--- src/mstw_pkg.sv ---
// Package for the modem timing and DSP window register bank.
// Assumes a single 200 MHz system clock shared by every user.
package mstw_pkg;

  // Register offsets.
  localparam logic [7:0] OFS_CARRIER_RETURN = 8'h37;
  localparam logic [7:0] OFS_CARRIER_WAIT   = 8'h39;
  localparam logic [7:0] OFS_ANSWER_DELAY   = 8'h3a;
  localparam logic [7:0] OFS_CALLER_GAIN    = 8'h3c;
  localparam logic [7:0] OFS_RESET_CTRL     = 8'h62;
  localparam logic [7:0] OFS_INTRUSION      = 8'h82;
  localparam logic [7:0] OFS_LINE_VOLTAGE   = 8'hdb;
  localparam logic [7:0] OFS_GAIN_SETTING   = 8'hdf;
  localparam logic [7:0] OFS_CONFIG_ONE     = 8'he0;
  localparam logic [7:0] OFS_PIN_IO_ONE     = 8'he1;
  localparam logic [7:0] OFS_PIN_IO_TWO     = 8'he2;
  localparam logic [7:0] OFS_PIN_DIR        = 8'he3;
  localparam logic [7:0] OFS_CONFIG_FIVE    = 8'he4;
  localparam logic [7:0] OFS_WINDOW_LOW     = 8'he5;
  localparam logic [7:0] OFS_WINDOW_HIGH    = 8'he6;
  localparam logic [7:0] OFS_WINDOW_MODE    = 8'he8;
  localparam logic [7:0] OFS_TEST_PATH      = 8'heb;
  localparam logic [7:0] OFS_TIMER_STATUS   = 8'hf8;
  localparam logic [7:0] OFS_TIMER_CONTROL  = 8'hf9;

  // Reset values.
  localparam logic [7:0] RST_CARRIER_RETURN = 8'h20;
  localparam logic [7:0] RST_CARRIER_WAIT   = 8'h3c;
  localparam logic [7:0] RST_ANSWER_DELAY   = 8'h29;
  localparam logic [7:0] RST_CALLER_GAIN    = 8'h01;
  localparam logic [7:0] RST_RESET_CTRL     = 8'h41;
  localparam logic [7:0] RST_INTRUSION      = 8'h08;
  localparam logic [7:0] RST_GAIN_SETTING   = 8'h0c;
  localparam logic [7:0] RST_CONFIG_ONE     = 8'h22;
  localparam logic [7:0] RST_PIN_IO_ONE     = 8'h0e;
  localparam logic [7:0] RST_PIN_IO_TWO     = 8'h00;
  localparam logic [7:0] RST_PIN_DIR        = 8'h00;
  localparam logic [7:0] RST_CONFIG_FIVE    = 8'h00;
  localparam logic [7:0] RST_TEST_PATH      = 8'h00;
  localparam logic [7:0] RST_WINDOW_MODE    = 8'h00;
  localparam logic [7:0] ZERO_BYTE          = 8'h00;

  // Window modes.
  localparam logic [7:0] MODE_ADDR = 8'h00;
  localparam logic [7:0] MODE_DATA = 8'h01;
  localparam logic [7:0] MODE_CTRL = 8'h02;

  // Window data word width and line voltage threshold.
  localparam int          DSP_DATA_W       = 14;
  localparam logic [7:0]  VOLT_THRESHOLD   = 8'h03;

  // Timer control bits.
  localparam int TC_CARRIER_LOST = 0;
  localparam int TC_WAIT_START   = 1;
  localparam int TC_ANSWER_START = 2;

  // Timer status bits.
  localparam int TS_CARRIER_OK   = 0;
  localparam int TS_WAIT_ABORT   = 1;
  localparam int TS_ANSWER_TONE  = 2;
  localparam int TS_WAIT_RUN     = 3;
  localparam int TS_ANSWER_RUN   = 4;

  // Timing: base tick of 5/3 ms, in nanoseconds as numerator over denominator.
  localparam longint TICK_NS_NUM    = 64'd5000000;
  localparam longint TICK_NS_DEN    = 64'd3;
  localparam longint CLK_PERIOD_NS  = 64'd5;
  localparam longint TICK_CYCLES    = TICK_NS_NUM / (TICK_NS_DEN * CLK_PERIOD_NS);
  // One second is 600 ticks; 53.33 ms is 32 ticks.
  localparam int     TICKS_PER_SEC  = 600;
  localparam int     TICKS_PER_ATD  = 32;

  typedef enum logic [1:0] {
    CR_IDLE,
    CR_LOST,
    CR_COUNT
  } mstw_carrier_t;

endpackage

--- src/mstw_interval.sv ---
// Programmable interval counter measured in base ticks.
// Assumes tick is a one-cycle pulse on the same clock.
`timescale 1ns/1ps
module mstw_interval #(
  parameter int CNT_W = 20
) (
  // Clock and reset.
  input  wire logic             clk,
  input  wire logic             rst,
  // Control.
  input  wire logic             start,
  input  wire logic             stop,
  input  wire logic             tick,
  input  wire logic [CNT_W-1:0] limit,
  // Status.
  output logic                  running,
  output logic                  done
);

  logic [CNT_W-1:0] count_q;
  logic             run_q;
  logic             done_q;

  if (CNT_W < 2) $error("CNT_W too small");

  // Done is sticky until the next start or stop, so a short limit is never missed.
  always_ff @(posedge clk) begin
    if (rst || stop) begin
      count_q <= '0;
      run_q   <= 1'b0;
      done_q  <= 1'b0;
    end else if (start) begin
      count_q <= '0;
      run_q   <= (limit != '0);
      done_q  <= (limit == '0);
    end else if (run_q && tick) begin
      if (count_q + 1'b1 >= limit) begin
        run_q  <= 1'b0;
        done_q <= 1'b1;
      end
      count_q <= count_q + 1'b1;
    end
  end

  assign running = run_q;
  assign done    = done_q;

endmodule

--- src/mstw_regbank.sv ---
// Modem timing register bank with line voltage status and DSP window ports.
// Assumes a same-clock register port master and a DSP core on the same clock.
`timescale 1ns/1ps
// Operation
// Returning carrier recognised only after continuous detection for return count times 5/3 ms.
// Abort the call if no carrier within wait count seconds; count resets 0x3C.
// In answer mode start answer tone after delay count times 53.33 ms off-hook.
// Line voltage reads as signed byte, one volt per bit, sign is polarity.
// Line voltage reads zero whenever its magnitude is below three volts.
// Window mode register selects the meaning of both window byte ports.
// Mode 0x00 writes load DSP address low and high bytes.
// Mode 0x01 writes load the 14-bit DSP data word.
// Mode 0x02 reads status byte at low port, writes two control bytes.
// All interval timing derives from one common 5/3 ms tick.
module mstw_regbank #(
  parameter int TICK_CYCLES = int'(mstw_pkg::TICK_CYCLES)
) (
  // Clock and reset.
  input  wire logic        CLK,
  input  wire logic        RST,
  // Register port.
  input  wire logic [7:0]  ADDR,
  input  wire logic [7:0]  WDATA,
  input  wire logic        WR,
  input  wire logic        RD,
  output logic      [7:0]  RDATA,
  // Modem line events, asynchronous.
  input  wire logic        CARRIER_IN,
  input  wire logic [7:0]  LINE_VOLT_IN,
  // Modem timing outputs.
  output logic             CARRIER_VALID,
  output logic             CALL_ABORT,
  output logic             ANSWER_TONE_GO,
  // DSP window.
  input  wire logic [7:0]  DSP_STATUS_IN,
  output logic      [15:0] DSP_ADDR,
  output logic      [13:0] DSP_DATA,
  output logic      [7:0]  DSP_CTRL_LOW,
  output logic      [7:0]  DSP_CTRL_HIGH,
  output logic             DSP_DATA_WR
);

  localparam int TICK_W = $clog2(TICK_CYCLES + 1);
  localparam int LONG_W = 20;

  if (TICK_CYCLES < 1) $error("TICK_CYCLES must be at least one");

  function automatic logic hit(input logic [7:0] a, input logic [7:0] ofs);
    return a == ofs;
  endfunction

  // Plain storage registers and the timer control strobe register.
  logic [7:0] carrier_return_time_q;
  logic [7:0] carrier_wait_timeout_q;
  logic [7:0] answer_tone_delay_q;
  logic [7:0] caller_info_gain_map_q;
  logic [7:0] reset_control_map_q;
  logic [7:0] intrusion_settings_map_q;
  logic [7:0] gain_setting_map_q;
  logic [7:0] config_one_map_q;
  logic [7:0] pin_io_map_one_q;
  logic [7:0] pin_io_map_two_q;
  logic [7:0] pin_direction_map_q;
  logic [7:0] config_five_map_q;
  logic [7:0] test_path_map_q;
  logic [7:0] window_mode_select_q;
  logic [7:0] timer_ctrl_q;

  // Register writes.
  always_ff @(posedge CLK) begin
    if (RST) begin
      carrier_return_time_q    <= mstw_pkg::RST_CARRIER_RETURN;
      carrier_wait_timeout_q   <= mstw_pkg::RST_CARRIER_WAIT;
      answer_tone_delay_q      <= mstw_pkg::RST_ANSWER_DELAY;
      caller_info_gain_map_q   <= mstw_pkg::RST_CALLER_GAIN;
      reset_control_map_q      <= mstw_pkg::RST_RESET_CTRL;
      intrusion_settings_map_q <= mstw_pkg::RST_INTRUSION;
      gain_setting_map_q       <= mstw_pkg::RST_GAIN_SETTING;
      config_one_map_q         <= mstw_pkg::RST_CONFIG_ONE;
      pin_io_map_one_q         <= mstw_pkg::RST_PIN_IO_ONE;
      pin_io_map_two_q         <= mstw_pkg::RST_PIN_IO_TWO;
      pin_direction_map_q      <= mstw_pkg::RST_PIN_DIR;
      config_five_map_q        <= mstw_pkg::RST_CONFIG_FIVE;
      test_path_map_q          <= mstw_pkg::RST_TEST_PATH;
      window_mode_select_q     <= mstw_pkg::RST_WINDOW_MODE;
    end else if (WR) begin
      if (hit(ADDR, mstw_pkg::OFS_CARRIER_RETURN)) carrier_return_time_q <= WDATA;
      if (hit(ADDR, mstw_pkg::OFS_CARRIER_WAIT)) carrier_wait_timeout_q <= WDATA;
      if (hit(ADDR, mstw_pkg::OFS_ANSWER_DELAY)) answer_tone_delay_q <= WDATA;
      if (hit(ADDR, mstw_pkg::OFS_CALLER_GAIN)) caller_info_gain_map_q <= WDATA;
      if (hit(ADDR, mstw_pkg::OFS_RESET_CTRL)) reset_control_map_q <= WDATA;
      if (hit(ADDR, mstw_pkg::OFS_INTRUSION)) intrusion_settings_map_q <= WDATA;
      if (hit(ADDR, mstw_pkg::OFS_GAIN_SETTING)) gain_setting_map_q <= WDATA;
      if (hit(ADDR, mstw_pkg::OFS_CONFIG_ONE)) config_one_map_q <= WDATA;
      if (hit(ADDR, mstw_pkg::OFS_PIN_IO_ONE)) pin_io_map_one_q <= WDATA;
      if (hit(ADDR, mstw_pkg::OFS_PIN_IO_TWO)) pin_io_map_two_q <= WDATA;
      if (hit(ADDR, mstw_pkg::OFS_PIN_DIR)) pin_direction_map_q <= WDATA;
      if (hit(ADDR, mstw_pkg::OFS_CONFIG_FIVE)) config_five_map_q <= WDATA;
      if (hit(ADDR, mstw_pkg::OFS_TEST_PATH)) test_path_map_q <= WDATA;
      if (hit(ADDR, mstw_pkg::OFS_WINDOW_MODE)) window_mode_select_q <= WDATA;
    end
  end

  // Timer control is a self-clearing strobe register.
  always_ff @(posedge CLK) begin
    if (RST) begin
      timer_ctrl_q <= mstw_pkg::ZERO_BYTE;
    end else if (WR && hit(ADDR, mstw_pkg::OFS_TIMER_CONTROL)) begin
      timer_ctrl_q <= WDATA;
    end else begin
      timer_ctrl_q <= mstw_pkg::ZERO_BYTE;
    end
  end

  // DSP window writes, meaning chosen by the mode register.
  logic [15:0] dsp_addr_q;
  logic [13:0] dsp_data_q;
  logic [7:0]  dsp_ctrl_low_q;
  logic [7:0]  dsp_ctrl_high_q;
  logic        dsp_data_wr_q;
  logic        win_lo_wr;
  logic        win_hi_wr;

  assign win_lo_wr = WR && hit(ADDR, mstw_pkg::OFS_WINDOW_LOW);
  assign win_hi_wr = WR && hit(ADDR, mstw_pkg::OFS_WINDOW_HIGH);

  always_ff @(posedge CLK) begin
    if (RST) begin
      dsp_addr_q      <= 16'h0000;
      dsp_data_q      <= 14'h0000;
      dsp_ctrl_low_q  <= mstw_pkg::ZERO_BYTE;
      dsp_ctrl_high_q <= mstw_pkg::ZERO_BYTE;
      dsp_data_wr_q   <= 1'b0;
    end else begin
      dsp_data_wr_q <= 1'b0;
      case (window_mode_select_q)
        mstw_pkg::MODE_ADDR: begin
          if (win_lo_wr) dsp_addr_q[7:0] <= WDATA;
          if (win_hi_wr) dsp_addr_q[15:8] <= WDATA;
        end
        mstw_pkg::MODE_DATA: begin
          if (win_lo_wr) dsp_data_q[7:0] <= WDATA;
          // The high byte completes the word, so it marks the word as written.
          if (win_hi_wr) begin
            dsp_data_q[13:8] <= WDATA[5:0];
            dsp_data_wr_q    <= 1'b1;
          end
        end
        mstw_pkg::MODE_CTRL: begin
          if (win_lo_wr) dsp_ctrl_low_q <= WDATA;
          if (win_hi_wr) dsp_ctrl_high_q <= WDATA;
        end
        default: begin
          dsp_data_wr_q <= 1'b0;
        end
      endcase
    end
  end

  // Synchronisers for the line inputs.
  logic       carrier_meta_q;
  logic       carrier_sync_q;
  logic [7:0] volt_meta_q;
  logic [7:0] volt_sync_q;

  always_ff @(posedge CLK) begin
    if (RST) begin
      carrier_meta_q <= 1'b0;
      carrier_sync_q <= 1'b0;
      volt_meta_q    <= mstw_pkg::ZERO_BYTE;
      volt_sync_q    <= mstw_pkg::ZERO_BYTE;
    end else begin
      carrier_meta_q <= CARRIER_IN;
      carrier_sync_q <= carrier_meta_q;
      volt_meta_q    <= LINE_VOLT_IN;
      volt_sync_q    <= volt_meta_q;
    end
  end

  // Line voltage status: signed volts, zero below the threshold magnitude.
  logic [7:0] line_voltage_status_q;
  logic [7:0] volt_mag;

  assign volt_mag = volt_sync_q[7] ? 8'(-volt_sync_q) : volt_sync_q;

  always_ff @(posedge CLK) begin
    if (RST) begin
      line_voltage_status_q <= mstw_pkg::ZERO_BYTE;
    end else if (volt_mag < mstw_pkg::VOLT_THRESHOLD) begin
      line_voltage_status_q <= mstw_pkg::ZERO_BYTE;
    end else begin
      line_voltage_status_q <= volt_sync_q;
    end
  end

  // Common 5/3 ms tick; integer cycles lose a third of a cycle per tick.
  logic [TICK_W-1:0] tick_cnt_q;
  logic              tick_q;

  always_ff @(posedge CLK) begin
    if (RST) begin
      tick_cnt_q <= '0;
      tick_q     <= 1'b0;
    end else if (tick_cnt_q == TICK_W'(TICK_CYCLES - 1)) begin
      tick_cnt_q <= '0;
      tick_q     <= 1'b1;
    end else begin
      tick_cnt_q <= tick_cnt_q + 1'b1;
      tick_q     <= 1'b0;
    end
  end

  // Carrier return qualification.
  mstw_pkg::mstw_carrier_t cr_state_q;
  logic [7:0]              cr_count_q;
  logic                    carrier_valid_q;

  always_ff @(posedge CLK) begin
    if (RST) begin
      cr_state_q      <= mstw_pkg::CR_IDLE;
      cr_count_q      <= mstw_pkg::ZERO_BYTE;
      carrier_valid_q <= 1'b0;
    end else begin
      case (cr_state_q)
        mstw_pkg::CR_IDLE: begin
          carrier_valid_q <= carrier_sync_q;
          if (timer_ctrl_q[mstw_pkg::TC_CARRIER_LOST] || (carrier_valid_q && !carrier_sync_q)) begin
            carrier_valid_q <= 1'b0;
            cr_state_q      <= mstw_pkg::CR_LOST;
          end
        end
        mstw_pkg::CR_LOST: begin
          cr_count_q <= mstw_pkg::ZERO_BYTE;
          if (carrier_sync_q) cr_state_q <= mstw_pkg::CR_COUNT;
        end
        mstw_pkg::CR_COUNT: begin
          if (!carrier_sync_q) begin
            cr_state_q <= mstw_pkg::CR_LOST;
          end else if (cr_count_q >= carrier_return_time_q) begin
            carrier_valid_q <= 1'b1;
            cr_state_q      <= mstw_pkg::CR_IDLE;
          end else if (tick_q) begin
            cr_count_q <= cr_count_q + 1'b1;
          end
        end
        default: begin
          cr_state_q <= mstw_pkg::CR_IDLE;
        end
      endcase
    end
  end

  // Carrier wait timeout and answer delay intervals.
  logic wait_run;
  logic wait_done;
  logic ans_run;
  logic ans_done;
  logic [LONG_W-1:0] wait_limit;
  logic [LONG_W-1:0] ans_limit;

  assign wait_limit = LONG_W'(carrier_wait_timeout_q * mstw_pkg::TICKS_PER_SEC);
  assign ans_limit  = LONG_W'(answer_tone_delay_q * mstw_pkg::TICKS_PER_ATD);

  mstw_interval #(.CNT_W(LONG_W)) u_wait (
    .clk     (CLK),
    .rst     (RST),
    .start   (timer_ctrl_q[mstw_pkg::TC_WAIT_START]),
    .stop    (carrier_sync_q && wait_run),
    .tick    (tick_q),
    .limit   (wait_limit),
    .running (wait_run),
    .done    (wait_done)
  );

  mstw_interval #(.CNT_W(LONG_W)) u_answer (
    .clk     (CLK),
    .rst     (RST),
    .start   (timer_ctrl_q[mstw_pkg::TC_ANSWER_START]),
    .stop    (1'b0),
    .tick    (tick_q),
    .limit   (ans_limit),
    .running (ans_run),
    .done    (ans_done)
  );

  // Read data, one cycle after the strobe.
  logic [7:0] rdata_q;
  logic [7:0] timer_status;

  always_comb begin
    timer_status = mstw_pkg::ZERO_BYTE;
    timer_status[mstw_pkg::TS_CARRIER_OK]  = carrier_valid_q;
    timer_status[mstw_pkg::TS_WAIT_ABORT]  = wait_done;
    timer_status[mstw_pkg::TS_ANSWER_TONE] = ans_done;
    timer_status[mstw_pkg::TS_WAIT_RUN]    = wait_run;
    timer_status[mstw_pkg::TS_ANSWER_RUN]  = ans_run;
  end

  always_ff @(posedge CLK) begin
    if (RST) begin
      rdata_q <= mstw_pkg::ZERO_BYTE;
    end else if (RD) begin
      case (ADDR)
        mstw_pkg::OFS_CARRIER_RETURN: rdata_q <= carrier_return_time_q;
        mstw_pkg::OFS_CARRIER_WAIT:   rdata_q <= carrier_wait_timeout_q;
        mstw_pkg::OFS_ANSWER_DELAY:   rdata_q <= answer_tone_delay_q;
        mstw_pkg::OFS_CALLER_GAIN:    rdata_q <= caller_info_gain_map_q;
        mstw_pkg::OFS_RESET_CTRL:     rdata_q <= reset_control_map_q;
        mstw_pkg::OFS_INTRUSION:      rdata_q <= intrusion_settings_map_q;
        mstw_pkg::OFS_LINE_VOLTAGE:   rdata_q <= line_voltage_status_q;
        mstw_pkg::OFS_GAIN_SETTING:   rdata_q <= gain_setting_map_q;
        mstw_pkg::OFS_CONFIG_ONE:     rdata_q <= config_one_map_q;
        mstw_pkg::OFS_PIN_IO_ONE:     rdata_q <= pin_io_map_one_q;
        mstw_pkg::OFS_PIN_IO_TWO:     rdata_q <= pin_io_map_two_q;
        mstw_pkg::OFS_PIN_DIR:        rdata_q <= pin_direction_map_q;
        mstw_pkg::OFS_CONFIG_FIVE:    rdata_q <= config_five_map_q;
        mstw_pkg::OFS_WINDOW_LOW: begin
          // Only the control mode defines a read here; other modes read zero.
          if (window_mode_select_q == mstw_pkg::MODE_CTRL) begin
            rdata_q <= DSP_STATUS_IN;
          end else begin
            rdata_q <= mstw_pkg::ZERO_BYTE;
          end
        end
        mstw_pkg::OFS_WINDOW_MODE:    rdata_q <= window_mode_select_q;
        mstw_pkg::OFS_TEST_PATH:      rdata_q <= test_path_map_q;
        mstw_pkg::OFS_TIMER_STATUS:   rdata_q <= timer_status;
        default:                      rdata_q <= mstw_pkg::ZERO_BYTE;
      endcase
    end else begin
      rdata_q <= mstw_pkg::ZERO_BYTE;
    end
  end

  assign RDATA          = rdata_q;
  assign CARRIER_VALID  = carrier_valid_q;
  assign CALL_ABORT     = wait_done;
  assign ANSWER_TONE_GO = ans_done;
  assign DSP_ADDR       = dsp_addr_q;
  assign DSP_DATA       = dsp_data_q;
  assign DSP_CTRL_LOW   = dsp_ctrl_low_q;
  assign DSP_CTRL_HIGH  = dsp_ctrl_high_q;
  assign DSP_DATA_WR    = dsp_data_wr_q;

endmodule

--- config.mk ---
export PLATFORM = sky130hd
export DESIGN_NAME = mstw_regbank
export DESIGN_NICKNAME = d
export VERILOG_FILES = /design/src/mstw_pkg.sv /design/src/mstw_interval.sv /design/src/mstw_regbank.sv
export SDC_FILE = /design/constraint.sdc
export NUM_CORES = 1
export LEC_CHECK = 0
export ABC_CLOCK_PERIOD_IN_PS = 5400
export BUFFER_PORTS_ARGS = -buffer_cell sky130_fd_sc_hd__buf_2
export CAP_MARGIN = 20
export CORE_ASPECT_RATIO = 0.6
export CORE_UTILIZATION = 30
export DETAILED_ROUTE_END_ITERATION = 8
export PLACE_DENSITY = 0.5
export SYNTH_ARGS = -nofsm -noshare
export SYNTH_HDL_FRONTEND = slang
export SYNTH_SLANG_ARGS = --single-unit
--- constraint.sdc ---
create_clock -name CLK -period 5.4 [get_ports CLK]
set_input_delay 0.27 -clock CLK [delete_from_list [all_inputs] [get_ports CLK]]
set_output_delay 0.27 -clock CLK [all_outputs]
set_load 0.03 [all_outputs]
**Word-level counts from Yosys, hierarchy flattened**

Cells that the tools add are included.
Widths: inputs -> output; s select.

- Register bits: 271
- Bits of input ports: 37
- Output and inout port bits: 58
- Word-level logic and storage cells: 167

- Add/subtract/negate cells: 5
- $mul: 1
- Order comparisons: 4
- Equal/unequal tests: 31
- Muxes and demuxes: 30
- Bitwise operators: 3
- Reduce and logical (&&, ||, !) cells: 54

Operators by type and width:

| operator | count |
|---|---|
| $pmux 8 s17 | 1 |
| $eq 8x8->1 const B | 14 |
| $reduce_and 2->1 | 22 |
| $add 20x1->20 const B | 2 |
| $logic_not 20->1 | 2 |
| $mux 8 | 5 |
| $reduce_bool 20->1 | 2 |
| $eq 8x6->1 const B | 4 |
| $ge 20x13->1 | 1 |
| $ge 20x18->1 | 1 |
| $add 19x1->19 const B | 1 |
| $eq 19x19->1 const B | 1 |
| $mux 1 | 17 |
| $pmux 8 s2 | 1 |
| $mul 8x7->15 const B | 1 |
| $reduce_or 2->1 | 7 |
| $ne 2x2->1 const B | 6 |
| $reduce_bool 2->1 | 6 |
| $add 8x1->8 const B | 1 |
| $eq 8x1->1 const B | 1 |
| $eq 8x2->1 const B | 1 |
| $eq 8x7->1 const B | 1 |
| $ge 8x8->1 | 1 |
| $logic_not 8->1 | 1 |
| other kinds (15) | 28 |

**Logic depth before layout (Yosys ltp)**

- Depth in word-level cells: 5
- Mapped depth: 19
- Mapped depth without buffers: 19

**Cells and area by module**

A second synthesis with hierarchy kept.

- Cells, all modules: 1707
- Area, all modules: 14322.5 um2

By module, submodules not included:

| module | times used | cells each | area each (um2) | sequential area each (um2) |
|---|---|---|---|---|
| mstw_regbank | 1 | 1249 | 10816.6 | 4544.4 |
| mstw_interval (u_answer) | 1 | 229 | 1754.2 | 440.4 |
| mstw_interval (u_wait) | 1 | 229 | 1751.7 | 440.4 |

**Worst setup path before layout**

OpenSTA, ideal clock, no wires.

- Kind: reg-to-reg
- Start point: reg carrier_wait_timeout_q[4]
- End point: reg u_wait.done_q, in the netlist u_wait.done
- Arrival: 4.801 ns
- Path slack: 0.474 ns
- Stages on the path, launching flop included: 20
- Path buffers: 0
- Period minus slack after synthesis: 4.926 ns
- Path through: dfxtp_1 ha_1 ha_1 inv_1 fa_1 fa_1 inv_1 ha_1 nor3_1 nor2_1 o211a_1 or2_2 ha_1 a21o_1 a21o_1 a211oi_1 o221ai_1 or4_1 a211oi_1 a211oi_1

- Word-level cells in the longest chain between the ends: 4

Ends and longest elaborated chain:

| what | line | source |
|---|---|---|
| start: declaration | mstw_regbank.sv:54 | `logic [7:0] carrier_wait_timeout_q;` |
| start signal: assignment | mstw_regbank.sv:73 | `carrier_wait_timeout_q <= mstw_pkg::RST_CARRIER_WAIT;` |
| $mul 8x7->15 * | mstw_regbank.sv:261 | `assign wait_limit = LONG_W'(carrier_wait_timeout_q * mstw_pkg::TICKS_PER_SEC);` |
| $ge 20x18->1 | mstw_interval.sv:37 | `if (count_q + 1'b1 >= limit) begin` |
| $reduce_bool 2->1 (no source line) | -- |  |
| $reduce_and 2->1 (no source line) | -- |  |
| end signal: assignment | mstw_interval.sv:35 | `done_q <= (limit == '0);` |
| end: declaration | mstw_interval.sv:22 | `logic done_q;` |

Every way passes the cells marked *; elsewhere a longest branch is shown, timed or not.
A chain may end at the register's enable or synchronous reset.

**Worst setup path after layout**

Ends and elaborated chain as after synthesis.

==> qor.txt <==
origin of the critical flop-to-flop path = carrier_wait_timeout_q[4]$_SDFFE_PP1P_
critical path capture point type = flop
Post-Place Setup Slack = 50.7 ps
grt ovf = 0
met2 wire length = 16300 microns
initial core utilization = 30.5%
Worst Path Required = 5840 ps
fraction of layout cells with a size suffix above 1 = 12.4%
clock latency at the later pin of the worst-skew pair = 570 ps
die area = 46500 sq um
HPWL Detailed = 28200 microns
DR vias = 11.6k
io pins = 95
peak supply drop = 0.000225 V
slew margin rel. = 32.8%
CTS root buf = clkbuf_16
Slew @ Worst Pin = 1000 ps
Startpoint Class = flop
CP arrival = 5570 ps
mean area per synthesized cell = 8.64 sq um
total track usage = 17.1%
post-route ant nets = 0
hold depth = 3
Final Setup Violations = 0
initial antenna violation count = 1
R2R depth = 19
core area = 44900 sq um
Tmin final = 5130 ps
Synth cell types = 78
MaxCap Viol Count = 0
TritonCTS Buffers = 28
I/O Buffers = 94
final cell count without fillers = 2253
M1 wire length = 21500 microns
ant diodes = 0
CTS H-tree depth = 1
commonest non-fill, non-tap cell in the layout = dfxtp_1
Hold Path Class = primary input to flop
Rows = 60
Yosys reg bits = 271
PD cells = 264 nW/um^2
Max FO, Critical Path = 4
highest-count cells in the layout ignoring fill and taps = 270 x dfxtp_1, 167 x nand2_1, 145 x nor2_1, 134 x a21oi_1, 111 x nand3_1
Layout area overhead = 14.5%
setup slack, reg-to-reg = 270 ps
Synthesized Nets = 1706
Peak Freq = 195 MHz
Die Ht = 167 microns
Routed wire per std cell = 18.1 microns
Sink Count = 271
largest net degree at the start of global routing = 105
# fillers = 4619
Top Layer Used = met4
Seq/Total Area, Yosys = 39.6%
Mapped Cells = 1585
clock skew = 14.4 ps
final worst setup slack = 266 ps
Hold Violations, Final = 0
routability cong. = 0.827
Final Total Pwr = 4130 uW
Setup CP Type = flop to flop
Worst Hold Launch = DSP_STATUS_IN[7]
CTS Buffer Depth = 3
drt drc = 0
Reg2Reg Capture Point = u_wait.done$_SDFFE_PP0P_
Final Slew Violations = 0
final wirelength = 40700 microns
final worst-path cycle share = 95.1%
post-layout net count = 1764
dpl cells = 2193
post-synthesis cell area = 13700 sq um
Leak = 0.00606 uW
CTS tree = built
ys flop type = dfxtp_1
vias in the first global route = 10.6k
asr flop ratio synth = 0%
1st-iter DRT viols = 977
Core Util, Final = 34.9%
drt via density = 5.13
yosys warns = 0
first-pass GRT wire length = 62900 microns
clk slew on worst S/H paths = 60 ps
setup_tns = 0 ps
First-pass DRT Iterations = 6
wire length on met3 = 2310 microns
Post-CTS Setup Repair Bufs = 0
Horiz. Die Dim = 278 microns
status = complete, no violations
Hold EP = RDATA[7]$_SDFF_PP0_
EDFF count, synth = 0
-- area by class of cell --
cell class	instances	area, sq um	share of cell area, %
timing repair buffer	118	682	4.35
clock buffer	40	786	5.01
sequential	271	5430	34.6
clock inverter	11	124	0.790
multi-input combinational	1172	7720	49.3
inverter	52	195	1.25
tap	589	737	4.70
-- what timing repair did --
item,4_1_cts,5_1_grt
endpoints found under the hold margin,9,0
hold buffers,9,0
gates resized for setup,0,7
endpoints found under the setup margin,0,2
-- worst max-delay path by stage --
stage	from	endpoint	slack, ps
6_report	carrier_wait_timeout_q[4]$_SDFFE_PP1P_	u_wait.done$_SDFFE_PP0P_	270
5_1_grt	carrier_wait_timeout_q[3]$_SDFFE_PP1P_	u_wait.done$_SDFFE_PP0P_	-10
4_1_cts	carrier_wait_timeout_q[3]$_SDFFE_PP1P_	u_wait.done$_SDFFE_PP0P_	60
3_5_place_dp	carrier_wait_timeout_q[3]$_SDFFE_PP1P_	u_wait.done$_SDFFE_PP0P_	50
3_3_place_gp	carrier_wait_timeout_q[4]$_SDFFE_PP1P_	u_wait.done$_SDFFE_PP0P_	220
2_1_floorplan	carrier_wait_timeout_q[4]$_SDFFE_PP1P_	u_wait.done$_SDFFE_PP0P_	470
-- synth_stat cells (3+ instances only) --
master     number  area share, %
a211o_1        20            1.3
a211oi_1       12           0.66
a21o_1          4           0.22
a21oi_1       134            4.9
a221oi_1       10           0.64
a222oi_1        3           0.22
a22o_1          9           0.58
a22oi_1        37            2.0
a31oi_1        10           0.46
and2_1         20           0.91
and3_1         35            1.6
and4_1          8           0.51
buf_1           5           0.14
buf_2          12           0.44
buf_4           5           0.27
clkbuf_1       66            1.8
dfxtp_1       271             40
fa_1            7            1.0
ha_1           77            7.0
inv_1          52            1.4
mux2i_1        56            4.1
nand2_1       167            4.6
nand2_2         3           0.14
nand2b_1        9           0.41
nand3_1       111            4.1
nand4_1        23            1.1
nand4b_1        4           0.26
nor2_1        145            4.0
nor2b_1        25            1.1
nor3_1         13           0.48
nor3_2          4           0.29
nor3_4          4           0.48
nor4_1         10           0.46
nor4_2          4           0.37
nor4_4          3           0.47
nor4b_1         3           0.19
o2111ai_1       4           0.26
o211ai_1        4           0.22
o21a_1          5           0.27
o21ai_0        35            1.3
or2_2           8           0.37
or3_1          20           0.91
or4_1           5           0.27
xnor2_1        29            1.9
xor2_1         49            3.1
-- power breakdown --
group | leakage [uW] | internal, uW | switching (uW)
logic | 0.00343 | 40.9 | 124
clock network | 0.000438 | 1110 | 840
registers | 0.00219 | 2010 | 9.36
total | 0.00606 | 3160 | 973
-- sequential cells by signal (all words and copies together), names as in the netlist, 14 cells and up --
register,cells
u_answer.count_q,20
tick_cnt_q,19
DSP_ADDR,16
DSP_DATA,14
u_wait.count_q,20
-- per-layer routing --
metal / vias up / GRT usage (%)
met4: 0 / 3.34
li1: 5730 / -
met3: 43 / 2.83
met5: - / 0
met2: 300 / 23.6
met1: 5481 / 27.0
-- critical path: stages (launching register included) --
cell and delay, ps:
dfxtp_1 310, ha_1 290, ha_1 270, inv_1 50
fa_1 500, fa_1 520, inv_1 40, ha_2 310
nor3_2 180, nor2_1 120, o211a_1 270, or2_2 310
ha_1 290, a21o_1 180, a21o_1 170, a211oi_1 260
o221ai_1 190, or4_4 460, a211oi_1 240, a211oi_1 70
-- metrics by stage --
step                      hold slack (ps)  cell area, sq um
after CTS                            35.1             15600
after global routing                 45.7             15700
final                                52.5             15700
after detailed placement              426             14600
after floorplan                       398             13700
after global placement                419             14600
-- cells by family after synthesis --
logic type	share of synthesized area (%)
XOR/XNOR	4.99
flip-flops	39.6
adder cells (fa/ha/maj)	8.06
AO/OA/AOI/OAI	14.5
buffers and inverters	4.16
multiplexers	4.18
AND/OR/NAND/NOR	24.5
Note: power is estimated with default switching activity, not from simulation.
